### config.mk
export PLATFORM = sky130hd
export DESIGN_NAME = pwsd_top
export DESIGN_NICKNAME = d
export VERILOG_FILES = /design/src/inc/pwsd_pkg.sv /design/src/verilog/pwsd_top.sv
export SDC_FILE = /design/constraint.sdc
export NUM_CORES = 1
export LEC_CHECK = 0
export ABC_CLOCK_PERIOD_IN_PS = 3100
export BUFFER_PORTS_ARGS = -buffer_cell sky130_fd_sc_hd__buf_2
export CORE_AREA = 2 2 109 111
export CTS_CLUSTER_SIZE = 14
export DETAILED_ROUTE_END_ITERATION = 7
export DIE_AREA = 0 0 111 113
export SETUP_SLACK_MARGIN = 0.3
export SLEW_MARGIN = 0
export SYNTH_ARGS = -nofsm -noshare
export SYNTH_HDL_FRONTEND = slang
export SYNTH_SLANG_ARGS = --single-unit
export TNS_END_PERCENT = 50
### constraint.sdc
create_clock -name CLK -period 3.1 [get_ports CLK]
set_input_delay 0.155 -clock CLK [delete_from_list [all_inputs] [get_ports CLK]]
set_output_delay 0.155 -clock CLK [all_outputs]
set_load 0.02 [all_outputs]
### src/inc/pwsd_pkg.sv
// Package for the PWM shutdown, dead-band and steering output stage
package pwsd_pkg;

  // Register indices on the plain register port
  localparam logic [1:0] REG_SHUTDOWN = 2'h0;
  localparam logic [1:0] REG_DEADBAND = 2'h1;
  localparam logic [1:0] REG_STEERING = 2'h2;
  localparam logic [1:0] REG_MODE = 2'h3;

  // Reset values
  localparam logic [7:0] SHUTDOWN_RST = 8'h00;
  localparam logic [7:0] DEADBAND_RST = 8'h00;
  localparam logic [7:0] STEERING_RST = 8'h01;
  localparam logic [7:0] MODE_RST = 8'h00;

  // Field positions
  localparam int FLAG_BIT = 7;
  localparam int SRC_LSB = 4;
  localparam int AC_LSB = 2;
  localparam int BD_LSB = 0;
  localparam int RESTART_BIT = 7;
  localparam int SYNC_BIT = 4;
  localparam int COMPL_PAIR_SEL_LSB = 6;

  // Source select codes and bits
  localparam logic [2:0] SRC_NONE = 3'h0;
  localparam int SRC_CMP1_BIT = 0;
  localparam int SRC_CMP2_BIT = 1;
  localparam int SRC_FAULT_BIT = 2;

  // Safe-state encodings
  localparam logic [1:0] SAFE_LOW = 2'h0;
  localparam logic [1:0] SAFE_HIGH = 2'h1;

  // Mode codes
  localparam logic [1:0] CCP_PWM_UPPER = 2'h3;
  localparam logic [1:0] BRIDGE_SINGLE = 2'h0;
  localparam logic [1:0] BRIDGE_HALF = 2'h2;

  // One instruction cycle is this many system clocks
  localparam int CLK_PER_INSTR = 4;

  typedef struct packed {
    logic cmp1_out;
    logic cmp2_out;
    logic fault_in;
  } pwsd_src_t;

  typedef struct packed {
    logic [3:0] drv;
    logic [3:0] oe;
  } pwsd_pins_t;

endpackage

### src/verilog/pwsd_top.sv
// PWM output stage: auto-shutdown, restart, dead-band, pulse steering
//////////////////////////////////////////////////////////////////////////////
// What this block does
// - Three source-select bits pick shutdown triggers; zero disables, seven enables all.
// - With fault source selected, a low fault input is a shutdown event.
// - A shutdown event sets the flag in bit 7; one means outputs shut down.
// - Software writing one to the flag creates a shutdown event.
// - Shutdown forces enabled pins to safe states at once, without a clock.
// - A/C pair safe state: 00 low, 01 high, 1x high impedance.
// - B/D pair safe state uses the same encoding.
// - Shutdown persists while any selected source stays asserted.
// - Flag writes are ignored while a selected condition is present.
// - After the flag clears, output resumes at the next period start.
// - Restart enable bit 7 lets hardware clear the flag once condition goes.
// - With auto restart, flag stays set throughout the active condition.
// - Half-bridge dead-band delays only inactive-to-active edges.
// - Seven-bit delay count in instruction cycles of four system clocks.
// - Steering is active only in PWM mode 11 with single output 00.
// - Steering enables D..A route PWM to pins; clear returns pin to port.
// - In steering mode mode bit 0 alone sets polarity of steered pins.
// - In steering mode shutdown forces only steered pins.
// - Sync bit 4 applies steering at next period, else at instruction boundary.
// - Complementary field: 00 uses enables, 01/10/11 pair A with B/C/D.
// - Half-bridge: pin A carries PWM, pin B its complement, both delayed.
// - Dead-band longer than the active time keeps that output inactive.
module pwsd_top (
  // Clock and reset
  input wire logic CLK,
  input wire logic RST_N,
  // Register port
  input wire logic [1:0] REG_ADDR,
  input wire logic [7:0] REG_WDATA,
  input wire logic REG_WR,
  input wire logic REG_RD,
  output logic [7:0] REG_RDATA,
  // Waveform from the duty generator and period start pulse
  input wire logic PWM_RAW,
  input wire logic PERIOD_START,
  // General port data for pins not under PWM control
  input wire logic [3:0] PORT_DATA,
  // Shutdown sources, asynchronous
  input wire pwsd_pkg::pwsd_src_t SRC_IN,
  // Output pins, order D..A
  output pwsd_pkg::pwsd_pins_t PINS,
  output logic SHUTDOWN_ACTIVE
);
  import pwsd_pkg::*;

  //////////////////////////////////////////////////////////////////////////////
  typedef struct packed {
    logic flag;
    logic [2:0] src_sel;
    logic [1:0] ac_safe;
    logic [1:0] bd_safe;
    logic restart_en;
    logic [6:0] db_count;
    logic [1:0] compl_pair_sel_sel;
    logic sync_sel;
    logic [3:0] steer_req;
    logic [3:0] steer_act;
    logic [3:0] ccp_mode;
    logic [1:0] bridge_mode;
    logic hold;
    logic [1:0] q_cnt;
    logic [6:0] db_a;
    logic [6:0] db_b;
    logic pwm_d;
    logic [2:0] sync1;
    logic [2:0] sync2;
    logic [7:0] rdata;
    logic [3:0] pin_ff;
  } pwsd_state_t;

  localparam pwsd_state_t STATE_RST = '{
    flag: SHUTDOWN_RST[FLAG_BIT],
    src_sel: SHUTDOWN_RST[SRC_LSB +: 3],
    ac_safe: SHUTDOWN_RST[AC_LSB +: 2],
    bd_safe: SHUTDOWN_RST[BD_LSB +: 2],
    restart_en: DEADBAND_RST[RESTART_BIT],
    db_count: DEADBAND_RST[6:0],
    compl_pair_sel_sel: STEERING_RST[COMPL_PAIR_SEL_LSB +: 2],
    sync_sel: STEERING_RST[SYNC_BIT],
    steer_req: STEERING_RST[3:0],
    steer_act: STEERING_RST[3:0],
    ccp_mode: MODE_RST[3:0],
    bridge_mode: MODE_RST[7:6],
    hold: 1'b0,
    q_cnt: 2'h0,
    db_a: 7'h00,
    db_b: 7'h00,
    pwm_d: 1'b0,
    sync1: 3'h0,
    sync2: 3'h0,
    rdata: 8'h00,
    pin_ff: 4'h0
  };

  pwsd_state_t st_ff;
  pwsd_state_t nxt_st;

  //////////////////////////////////////////////////////////////////////////////
  // Shutdown request
  logic [2:0] raw_src;
  logic cond_async;
  logic cond_sync;
  logic sw_set;
  logic shut_now;
  logic instr_tick;
  logic steer_mode;
  logic half_mode;
  logic [3:0] pwm_route;
  logic [3:0] shut_mask;
  logic [3:0] pin_oe;
  logic [3:0] pin_drv;
  logic [3:0] safe_oe;
  logic [3:0] safe_lvl;

  // Source bits ordered as the select bits
  assign raw_src = {~SRC_IN.fault_in, SRC_IN.cmp2_out, SRC_IN.cmp1_out};
  assign cond_async = |(raw_src & st_ff.src_sel);
  assign cond_sync = |(st_ff.sync2 & st_ff.src_sel);
  assign sw_set = REG_WR && (REG_ADDR == REG_SHUTDOWN) && REG_WDATA[FLAG_BIT];
  // Unclocked path so the pins react before the next edge
  assign shut_now = st_ff.flag || cond_async;
  assign instr_tick = (st_ff.q_cnt == 2'(CLK_PER_INSTR - 1));
  assign steer_mode = (st_ff.ccp_mode[3:2] == CCP_PWM_UPPER) &&
                      (st_ff.bridge_mode == BRIDGE_SINGLE);
  assign half_mode = (st_ff.bridge_mode == BRIDGE_HALF);

  //////////////////////////////////////////////////////////////////////////////
  // Next state
  always_comb begin
    nxt_st = st_ff;
    nxt_st.sync1 = raw_src;
    nxt_st.sync2 = st_ff.sync1;
    nxt_st.q_cnt = st_ff.q_cnt + 2'h1;
    nxt_st.pwm_d = PWM_RAW;
    nxt_st.rdata = 8'h00;
    // Port and PWM levels reach the pins through this register
    nxt_st.pin_ff = pwm_route;
    if (REG_WR) begin
      unique case (REG_ADDR)
        REG_SHUTDOWN: begin
          nxt_st.src_sel = REG_WDATA[SRC_LSB +: 3];
          nxt_st.ac_safe = REG_WDATA[AC_LSB +: 2];
          nxt_st.bd_safe = REG_WDATA[BD_LSB +: 2];
          if (!cond_sync) begin
            nxt_st.flag = REG_WDATA[FLAG_BIT];
          end
        end
        REG_DEADBAND: begin
          nxt_st.restart_en = REG_WDATA[RESTART_BIT];
          nxt_st.db_count = REG_WDATA[6:0];
        end
        REG_STEERING: begin
          nxt_st.compl_pair_sel_sel = REG_WDATA[COMPL_PAIR_SEL_LSB +: 2];
          nxt_st.sync_sel = REG_WDATA[SYNC_BIT];
          nxt_st.steer_req = REG_WDATA[3:0];
        end
        REG_MODE: begin
          nxt_st.bridge_mode = REG_WDATA[7:6];
          nxt_st.ccp_mode = REG_WDATA[3:0];
        end
      endcase
    end
    // Hardware set wins over any clear
    if (cond_sync) begin
      nxt_st.flag = 1'b1;
    end else if (st_ff.restart_en && st_ff.flag && !sw_set) begin
      nxt_st.flag = 1'b0;
    end
    // Outputs stay parked until the next period once the flag drops
    // Only synchronised sources reach this register
    if (st_ff.flag || cond_sync) begin
      nxt_st.hold = 1'b1;
    end else if (PERIOD_START) begin
      nxt_st.hold = 1'b0;
    end
    // Steering update timing
    if (st_ff.sync_sel) begin
      if (PERIOD_START) begin
        nxt_st.steer_act = st_ff.steer_req;
      end
    end else if (instr_tick) begin
      nxt_st.steer_act = st_ff.steer_req;
    end
    // Dead-band counters run on instruction ticks; A clears while PWM is low, B while high
    if (!PWM_RAW) begin
      nxt_st.db_a = 7'h00;
    end else if (instr_tick && st_ff.db_a != st_ff.db_count) begin
      nxt_st.db_a = st_ff.db_a + 7'h01;
    end
    if (PWM_RAW) begin
      nxt_st.db_b = 7'h00;
    end else if (instr_tick && st_ff.db_b != st_ff.db_count) begin
      nxt_st.db_b = st_ff.db_b + 7'h01;
    end
    if (REG_RD) begin
      unique case (REG_ADDR)
        REG_SHUTDOWN: nxt_st.rdata = {st_ff.flag, st_ff.src_sel, st_ff.ac_safe, st_ff.bd_safe};
        REG_DEADBAND: nxt_st.rdata = {st_ff.restart_en, st_ff.db_count};
        REG_STEERING: nxt_st.rdata = {st_ff.compl_pair_sel_sel, 1'b0, st_ff.sync_sel, st_ff.steer_req};
        REG_MODE: nxt_st.rdata = {st_ff.bridge_mode, 2'h0, st_ff.ccp_mode};
      endcase
    end
  end

  //////////////////////////////////////////////////////////////////////////////
  // Waveform routing
  logic pwm_a;
  logic pwm_b;
  logic pwm_pol;
  always_comb begin
    // Active edge waits for the count; inactive edge passes at once
    pwm_a = PWM_RAW && (st_ff.db_a == st_ff.db_count);
    pwm_b = !PWM_RAW && (st_ff.db_b == st_ff.db_count);
    pwm_pol = PWM_RAW ^ st_ff.ccp_mode[0];
    pwm_route = PORT_DATA;
    pin_oe = 4'h0;
    if (half_mode) begin
      pwm_route = {PORT_DATA[3:2], pwm_b, pwm_a};
      pin_oe = 4'h3;
    end else if (steer_mode) begin
      unique case (st_ff.compl_pair_sel_sel)
        2'h0: begin
          pin_oe = st_ff.steer_act;
          pwm_route = (st_ff.steer_act & {4{pwm_pol}}) | (~st_ff.steer_act & PORT_DATA);
        end
        2'h1: begin
          pin_oe = 4'h3;
          pwm_route = {PORT_DATA[3:2], ~pwm_pol, pwm_pol};
        end
        2'h2: begin
          pin_oe = 4'h5;
          pwm_route = {PORT_DATA[3], ~pwm_pol, PORT_DATA[1], pwm_pol};
        end
        2'h3: begin
          pin_oe = 4'h9;
          pwm_route = {~pwm_pol, PORT_DATA[2:1], pwm_pol};
        end
      endcase
    end
  end

  // Safe levels per pair, order D C B A
  assign safe_oe = {~st_ff.bd_safe[1], ~st_ff.ac_safe[1],
                    ~st_ff.bd_safe[1], ~st_ff.ac_safe[1]};
  assign safe_lvl = {st_ff.bd_safe == SAFE_HIGH, st_ff.ac_safe == SAFE_HIGH,
                     st_ff.bd_safe == SAFE_HIGH, st_ff.ac_safe == SAFE_HIGH};
  // Only PWM-owned pins are forced
  assign shut_mask = pin_oe;

  always_comb begin
    for (int i = 0; i < 4; i++) begin
      if (shut_mask[i] && shut_now) begin
        pin_drv[i] = safe_lvl[i];
      end else if (shut_mask[i] && st_ff.hold) begin
        pin_drv[i] = safe_lvl[i];
      end else begin
        pin_drv[i] = st_ff.pin_ff[i];
      end
    end
  end
  //////////////////////////////////////////////////////////////////////////////
  always_ff @(posedge CLK or negedge RST_N) begin
    if (!RST_N) begin
      st_ff <= STATE_RST;
    end else begin
      st_ff <= nxt_st;
    end
  end

  assign PINS.drv = pin_drv;
  assign PINS.oe = (shut_now || st_ff.hold) ? ((shut_mask & safe_oe) | ~shut_mask) : 4'hf;
  assign REG_RDATA = st_ff.rdata;
  assign SHUTDOWN_ACTIVE = st_ff.flag;
endmodule

# Word level (Yosys, flattened, before mapping)
# Cells that the tools add are included.
[classes]
n_lt_le_gt_ge = 0
mux = 32
shifts = 0
mul = 0
n_reduce_logical = 38
n_bitwise = 14
div_mod_pow = 0
eq_ne = 17
add_sub_neg = 3
[op_table]
columns = ["operator", "count"]
rows = [
  ["two-way mux 7 bit", 5],
  ["two-way mux 4 bit", 8],
  ["case mux 4 bit (4 select lines)", 2],
  ["case mux 8 bit (4 select lines)", 1],
  ["two-way mux 8 bit", 3],
  ["two-way mux 23 bit", 1],
  ["logical AND 1 bit", 17],
  ["adder 7 x 1 -> 7 bit, second input constant", 2],
  ["equality test 2 bit, second input constant", 7],
  ["equality test 7 bit", 2],
  ["inequality test 7 bit", 2],
  ["AND 4 bit", 3],
  ["two-way mux 1 bit", 12],
  ["AND reduction 2 bit", 6],
  ["equality test 2 x 1 -> 1 bit, second input constant", 4],
  ["inverter 4 bit", 2],
  ["bitwise OR 4 bit", 2],
  ["AND 3 bit", 2],
  ["zero test 2 bit", 3],
  ["nonzero test 2 bit", 3],
  ["nonzero test 3 bit", 2],
  ["OR reduction 3 bit", 2],
  ["inverter 1 bit", 4],
  ["logical OR 1 bit", 3],
  ["other kinds (5)", 6],
]
[totals]
ff_bits = 68
memories = 0
latchBits = 0
ramBits = 0
word_cells = 124
rom_bits = 0
output_inout_bits = 17
in_bits = 23

# Longest topological paths before layout
# Gate-level depths: netlist of the first run.
[logic_depth]
word_depth = 7
mapped_depth = 7
depth_no_buf = 6

# Worst setup path after synthesis of the first run
# Ideal clock, no wire load.
[synth_path]
path_kind = "reg-to-output"
startpoint = "register st_ff, in the netlist SHUTDOWN_ACTIVE"
endpoint = "output port PINS[6] in the netlist's numbering"
path_stages_with_launch = 5
path_buffers = 0
slack_ns = 1.389
t_arrival_ns = 1.556
cell_sequence = "dfrtp_1 > a211o_1 > a221o_1 > nand2_1 > mux2_2"
[synth_rtl]
columns = ["element", "line_no", "source"]
rows = [
  ["from (decl)", "pwsd_top.sv:98", "pwsd_state_t st_ff;"],
  ["from (signal assigned)", "pwsd_top.sv:269", "st_ff <= nxt_st;"],
  ["to (decl)", "pwsd_top.sv:44", "output pwsd_pkg::pwsd_pins_t PINS,"],
]

==> run metrics, run 1 <==
compound-cell area share of the yosys netlist=0.0672; Initial Util=0.295; grt total ovfl=0; Fin Setup TNS=0 ns; worst-margin pin slew=between 1 and 1.5 ns; part of the power in the clock network=0.412; VDD IR max=approximately 0.36 mV; setup ws final=0.832 ns; crit path capture type=primary output; GR Util All Layers=0.129; status=complete, no violations; Avg WL per Cell=16.7 µm; # nets final=approximately 340; R2R setup slack=roughly 1.4 ns; Crit Reg-Reg Startpoint=st_ff[33]$_DFF_PN0_; number of flops mapped to enable cells by yosys=0; Flop pwr share=0.421; chip height=113 µm; Comb pwr share=0.167; fmax=441 MHz; core area=11300 µm²; Fin. Hold Viols=0; clock sinks=68; critical path peak fanout=10; first drt pass iteration count=5; CP startpoint kind=flip-flop; NetSw=about 750 µW; Max clock buf depth=2; Max Cap Violations=0; CP Cell Sequence=o31ai_1, nand2_1, nand2_1, mux2_2, buf_2; Pleak=1.68 nW; Final GP Congestion=between 0.8 and 0.9; post-synthesis xor/xnor area fraction=0.0631; clock skew=0.00669 ns; cts bufs inserted=9; fraction of synthesized area in multiplexers=0.184; critical path type=reg -> out; yosys warns=0; share of layout cells above drive strength 1=0.334; first-pass GRT wire length=12500 µm; Avg Cell Area, Syn=12.1 µm²; Async SR Flop Fraction=1.00; final core occ=0.353; #FFs+latches synth=between 60 and 70; RSZ-0062 raised after global routing=false; Worst-path clk slew=0.06 ns; combinational family with the most area after synthesis=multiplexers; Synth cell types=47; vias in the first global route=~2300; post-synthesis adder-cell area fraction=0.0113; Seq/Total Area, Yosys=0.512; routed via count=around 2300; crit share post-route=0.732; routed wire length=~7700 µm; die width=111 µm; hpwl dp=5520 µm; ys flop type=dfrtp_1; largest net degree at the start of global routing=49; drc violations=0; Root Buffer=clkbuf_16; Post-Synth Simple-Gate Area=0.133; CTS tree=yes; post-CTS sizing=0; Largest stage delay, worst path=approximately 0.56 ns; postcts setup bufs=0; CP arrival=2.11 ns; Hold/Removal Path Class=in -> async; initial antenna violation count=0; Post-CTS Hold Buffers=3; Synth Cell Area=3330 µm²; Max Slew Vio Count=0; Slew Limit Headroom=0.284; Final setup viols=0; drt first-iter violations=120; Via density=just under 5; FILL cells=approximately 1100; Crit-path slowest cell=o31ai_1; Internal=just under 2 mW; Power Density=678 nW/µm²; Mapped Cells=roughly 280; Post-Synthesis Net Count=301; die area=12500 µm²; antenna cells=0; H-tree depth=3; worst endpoint required time=2.94 ns; R2R depth=3; Place WS=1.26 ns; num rows=39; area delta synth->final=19.4%; Period minus WS final=2.27 ns; IO Count=40; clock latency on the worst-skew pair=0.34 ns; Post-DRT Antenna Nets=0; RR Endpoint=st_ff[43]$_DFFE_PN0P_; switch share=0.277; PortBufs=39; CP dominant cell by count=nand2_1
## through the flow
step / hold slack [ns] / cells / area (µm²) / power, mW
final: 0.0218 / 463 / 3980 / 2.70
after global routing: 0.0639 / 463 / 3980 / 2.81
after CTS: 0.0453 / 463 / 3980 / 2.72
after detailed placement: 0.311 / 444 / 3630 / 1.60
after global placement: 0.310 / 444 / 3630 / 1.59
after floorplan: -0.141 / 275 / 3330 / 1.45
## synthesized netlist by cell type, types with 2 or more instances
cell	number	area [µm²]
dfrtp_1	66	1650
mux2_2	37	417
xnor2_1	18	158
nor2_1	15	56.3
nand2_1	13	48.8
o21ai_0	12	60.1
nand3_1	11	55.1
and2_1	8	50.1
buf_4	8	60.1
mux2i_1	6	60.1
mux4_2	6	135
xor2_1	6	52.6
nor2b_1	5	31.3
clkbuf_1	4	15.0
nand2b_1	4	25.0
nand4_1	4	25.0
nor3_1	4	20.0
a21oi_1	3	15.0
buf_2	3	15.0
ha_1	3	37.5
inv_1	3	11.3
nand3b_1	3	22.5
o31ai_1	3	22.5
a21boi_0	2	15.0
a21boi_1	2	15.0
a31oi_1	2	12.5
dfstp_2	2	52.6
o21a_1	2	15.0
or4_1	2	15.0
## per-layer routing
metal / GRT usage / routed length, µm
met3: 0.0402 / 266
met4: 0.0325 / 92
met5: 0 / 0
met2: 0.214 / 3860
met1: 0.166 / 3510
## placed cells by master, fill, tap and decap left out, drive strengths merged, types with 2 or more instances in the layout
| cell | n |
|---|---|
| a21oi | 3 |
| clkinv | 3 |
| dfrtp | 66 |
| mux2i | 6 |
| dfstp | 2 |
| nor3b | 2 |
| or3 | 2 |
| a31oi | 2 |
| nor2b | 5 |
| buf | 41 |
| dlygate4sd3 | 3 |
| o31ai | 3 |
| nand4 | 5 |
| xor2 | 6 |
| xnor2 | 18 |
| and2 | 8 |
| or4 | 2 |
| ha | 3 |
| o21ai | 12 |
| o21a | 2 |
| a21boi | 4 |
| nand2 | 13 |
| nor2 | 16 |
| mux4 | 6 |
| nand2b | 4 |
| nand3 | 12 |
| nor3 | 4 |
| inv | 4 |
| bufinv | 2 |
| mux2 | 37 |
| clkbuf | 10 |
| nand3b | 3 |
## power groups by stage
stage | Clock (mW) | Sequential, mW | Combinational, mW
2_1_floorplan | 0 | 1.10 | 0.355
3_3_place_gp | 0 | 1.14 | 0.447
3_5_place_dp | 0 | 1.15 | 0.453
4_1_cts | 1.13 | 1.13 | 0.457
5_1_grt | 1.16 | 1.16 | 0.492
6_report | 1.11 | 1.14 | 0.451
## kinds of logic (layout without fill, tap and decap cells)
group,after synthesis,in the layout
xor+xnor,24,24
flops,68,68
simple gates,79,79
buf+inv,18,63
mux,49,49
fa+ha+maj,3,3
compound gates,34,34
## worst max-delay path, delay by kind of cell (launching register included)
family | cells | cell delay, ns
AO/OA/AOI/OAI | 1 | 0.56
flip-flops | 1 | 0.48
multiplexers | 1 | 0.32
AND/OR/NAND/NOR | 2 | 0.26
buffers and inverters | 1 | 0.15
## how the worst max path moves through the flow
stage / startpoint / to / slack, ns / depth (start not counted)
3_5_place_dp: st_ff[51]$_DFFE_PN0P_ / PINS[4] / 1.26 / 5
5_1_grt: st_ff[51]$_DFFE_PN0P_ / PINS[4] / 0.72 / 5
3_3_place_gp: st_ff[51]$_DFFE_PN0P_ / PINS[4] / 1.28 / 5
2_1_floorplan: SHUTDOWN_ACTIVE$_DFFE_PN0P_ / PINS[6] / 1.39 / 4
4_1_cts: SRC_IN[2] / PINS[6] / 0.85 / 7
6_report: st_ff[51]$_DFFE_PN0P_ / PINS[4] / 0.83 / 5
## cell type report
type,instances,area (µm²),area share
multi-input cells,189,1530,0.384
inverters,3,11.3,0.00283
clock buffers,10,229,0.0576
flip-flops and latches,68,1700,0.429
well taps,143,179,0.0450
clock inverters,6,87.6,0.0220
repair buffers,44,240,0.0604
## state kept, by name, indices dropped and copies added, names as in the netlist
| register | flops |
|---|---|
| nxt_st | 3 |
| SHUTDOWN_ACTIVE | 1 |
| st_ff | 56 |
| REG_RDATA | 8 |
Power figures use the tool's default switching activity.
==> run 2, diff against run 1 <==
- ABC_CLOCK_PERIOD_IN_PS: 3100 -> 1900
- clock period: 3.1 -> 1.9 ns (I/O delays scaled with it)
==> run 2 against run 1 <==
  * The run now ends with setup timing left
  * Critical path depth unchanged
  * Clock skew increased by 0.00078 ns
  * Sequential share of layout area decreased by 2.9 points
  * First-iteration DRC count decreased by 2.5%
  * Clock-buffer cell count decreased by 1
  * Combinational power increased by 100%
  * Clock power increased by 50%
  * Global-route usage increased by 0.47 points
  * Non-clock buffer count increased by 13
  * Sequential power increased by 65%
  * Critical path type unchanged
  * Critical endpoint unchanged
  * Highest routed layer unchanged
==> run metrics, run 2 (synthesized netlist as in run 1, its figures left out) <==
GR Util All Layers=0.134; CTS tree=yes; Max Cap Violations=0; VDD IR max=around 0.54 mV; Final setup viols=8; switch share=0.288; fmax=500 MHz; Pleak=1.79 nW; H-tree depth=3; Avg WL per Cell=16.8 µm; die width=111 µm; critical path peak fanout=5; drc violations=0; Via density=about 5; Comb pwr share=0.204; failing checks=setup timing; worst endpoint required time=around 1.8 ns; critical path type=reg -> out; Internal=roughly 3.2 mW; max reg flops=between 50 and 60; first-pass GRT wire length=roughly 13000 µm; worst-margin pin slew=0.529 ns; commonest non-fill, non-tap cell in the layout=dfrtp_1; Slew Limit Headroom=0.647; crit path capture type=primary output; RSZ-0062 raised after global routing=true; cts bufs inserted=9; Crit-path slowest cell=a221o_2; clock sinks=68; initial antenna violation count=0; first drt pass iteration count=4; # nets final=approximately 360; grt total ovfl=0; Crit path max-delay family=compound AO/OA/AOI/OAI gates; core area=about 11000 µm²; IO Count=40; Period minus WS final=around 2 ns; placed cells=449; crit share post-route=1.05; Hold/Removal Path Class=in -> reg; Worst-path clk slew=roughly 0.060 ns; CP Cell Sequence=a211o_1, a221o_2, nand2_2, mux2_4, buf_6; Post-DRT Antenna Nets=0; clock latency on the worst-skew pair=around 0.33 ns; Most flops, register=st_ff; clock skew=0.00747 ns; Max clock buf depth=2; Root Buffer=clkbuf_16; NetSw=1.28 mW; CP arrival=1.91 ns; vias in the first global route=2499; worst hold margin=between 0.01 and 0.015 ns; Fin. Hold Viols=0; non-filler instance count after layout=477; Tot Pwr=4.45 mW; share of layout cells above drive strength 1=0.458; Max Slew Vio Count=0; Power Density=approximately 1000 nW/µm²; CP startpoint kind=flip-flop; hpwl dp=5540 µm; routed wire length=about 8000 µm; Fin Setup TNS=-0.639 ns; largest net degree at the start of global routing=42; Final GP Congestion=0.768; Largest stage delay, worst path=0.39 ns; drt first-iter violations=117; chip height=between 100 and 150 µm; routed via count=2338; Flop pwr share=0.422; num rows=39; status=finished with violations; part of the power in the clock network=0.374; commonest non-fill, non-tap cells in the layout=dfrtp_1, mux2_2, buf_2, nor2_1, xnor2_1; Final Instance Area=4300 µm²; die area=12500 µm²; Placed Area=3680 µm²; Critical path buffers and inverters=1; PortBufs=39; Initial Util=0.295; area delta synth->final=29.0%; antenna cells=0; setup ws final=-0.101 ns
## run 2: changes by cell type in the layout (fill, tap and decap cells not counted), moves of 8 or more
cell / delta
buf_2: -8
buf_4: +11
dfrtp_2: +10
dfrtp_1: -10
buf_6: +9
## run 2: through the flow
| stage | util | setup WS (ns) |
|---|---|---|
| after CTS | 0.365 | -0.120 |
| after global routing | 0.381 | -0.153 |
| after detailed placement | 0.326 | 0.147 |
| final | 0.381 | -0.101 |
| after floorplan | - | 0.282 |
| after global placement | 0.326 | 0.180 |
## run 2: area by class of cell
class	instances	area (µm²)
Tap cell	143	179
Sequential cell	68	1720
Inverter	3	11.3
Timing Repair Buffer	57	394
Fill cell	1063	6980
Clock buffer	9	225
Multi-Input combinational cell	190	1690
Clock inverter	7	76.3
## run 2: routing by layer
| layer | up-vias | global-route usage | wire length [µm] |
|---|---|---|---|
| met3 | 7 | 0.0428 | 356 |
| met1 | 1181 | 0.158 | 3300 |
| met4 | 0 | 0.0367 | 68 |
| met2 | 57 | 0.236 | 4270 |
| li1 | 1093 | - | - |
| met5 | - | 0 | 0 |
## run 2: final timing paths
path                            slack (ns)                  start                     end  cells past startpoint
worst max-delay path                 -0.10  st_ff[35]$_DFFE_PN0P_                 PINS[4]                      5
worst min-delay path                  0.01           PORT_DATA[2]      st_ff[2]$_DFF_PN0_                      2
worst max register to register        0.32  st_ff[56]$_DFFE_PN0P_   st_ff[31]$_DFFE_PN0P_                      5
worst min register to register        0.34   nxt_st[14]$_DFF_PN0_     st_ff[14]$_DFF_PN0_                      0
max in group asynchronous             1.12                  RST_N   st_ff[26]$_DFFE_PN0P_                      3
min in group asynchronous             0.31                  RST_N  REG_RDATA[4]$_DFF_PN0_                      3
## run 2: what timing repair did
| action | in CTS | in global routing |
|---|---|---|
| hold buffers | 4 | 0 |
| pin swaps | 6 | 15 |
| gates resized for setup | 25 | 36 |
| cloned | 0 | 1 |
| endpoints found under the setup margin | 12 | 24 |
| setup buffers | 4 | 3 |
| hold endpoints to repair | 69 | 0 |
## run 2: power groups by stage
stage          Combinational, mW  Sequential (mW)  Clock, mW
2_1_floorplan              0.587             1.79          0
3_3_place_gp               0.758             1.86          0
3_5_place_dp               0.764             1.87          0
4_1_cts                    0.847             1.85       1.70
5_1_grt                    0.985             1.90       1.77
6_report                   0.909             1.88       1.67
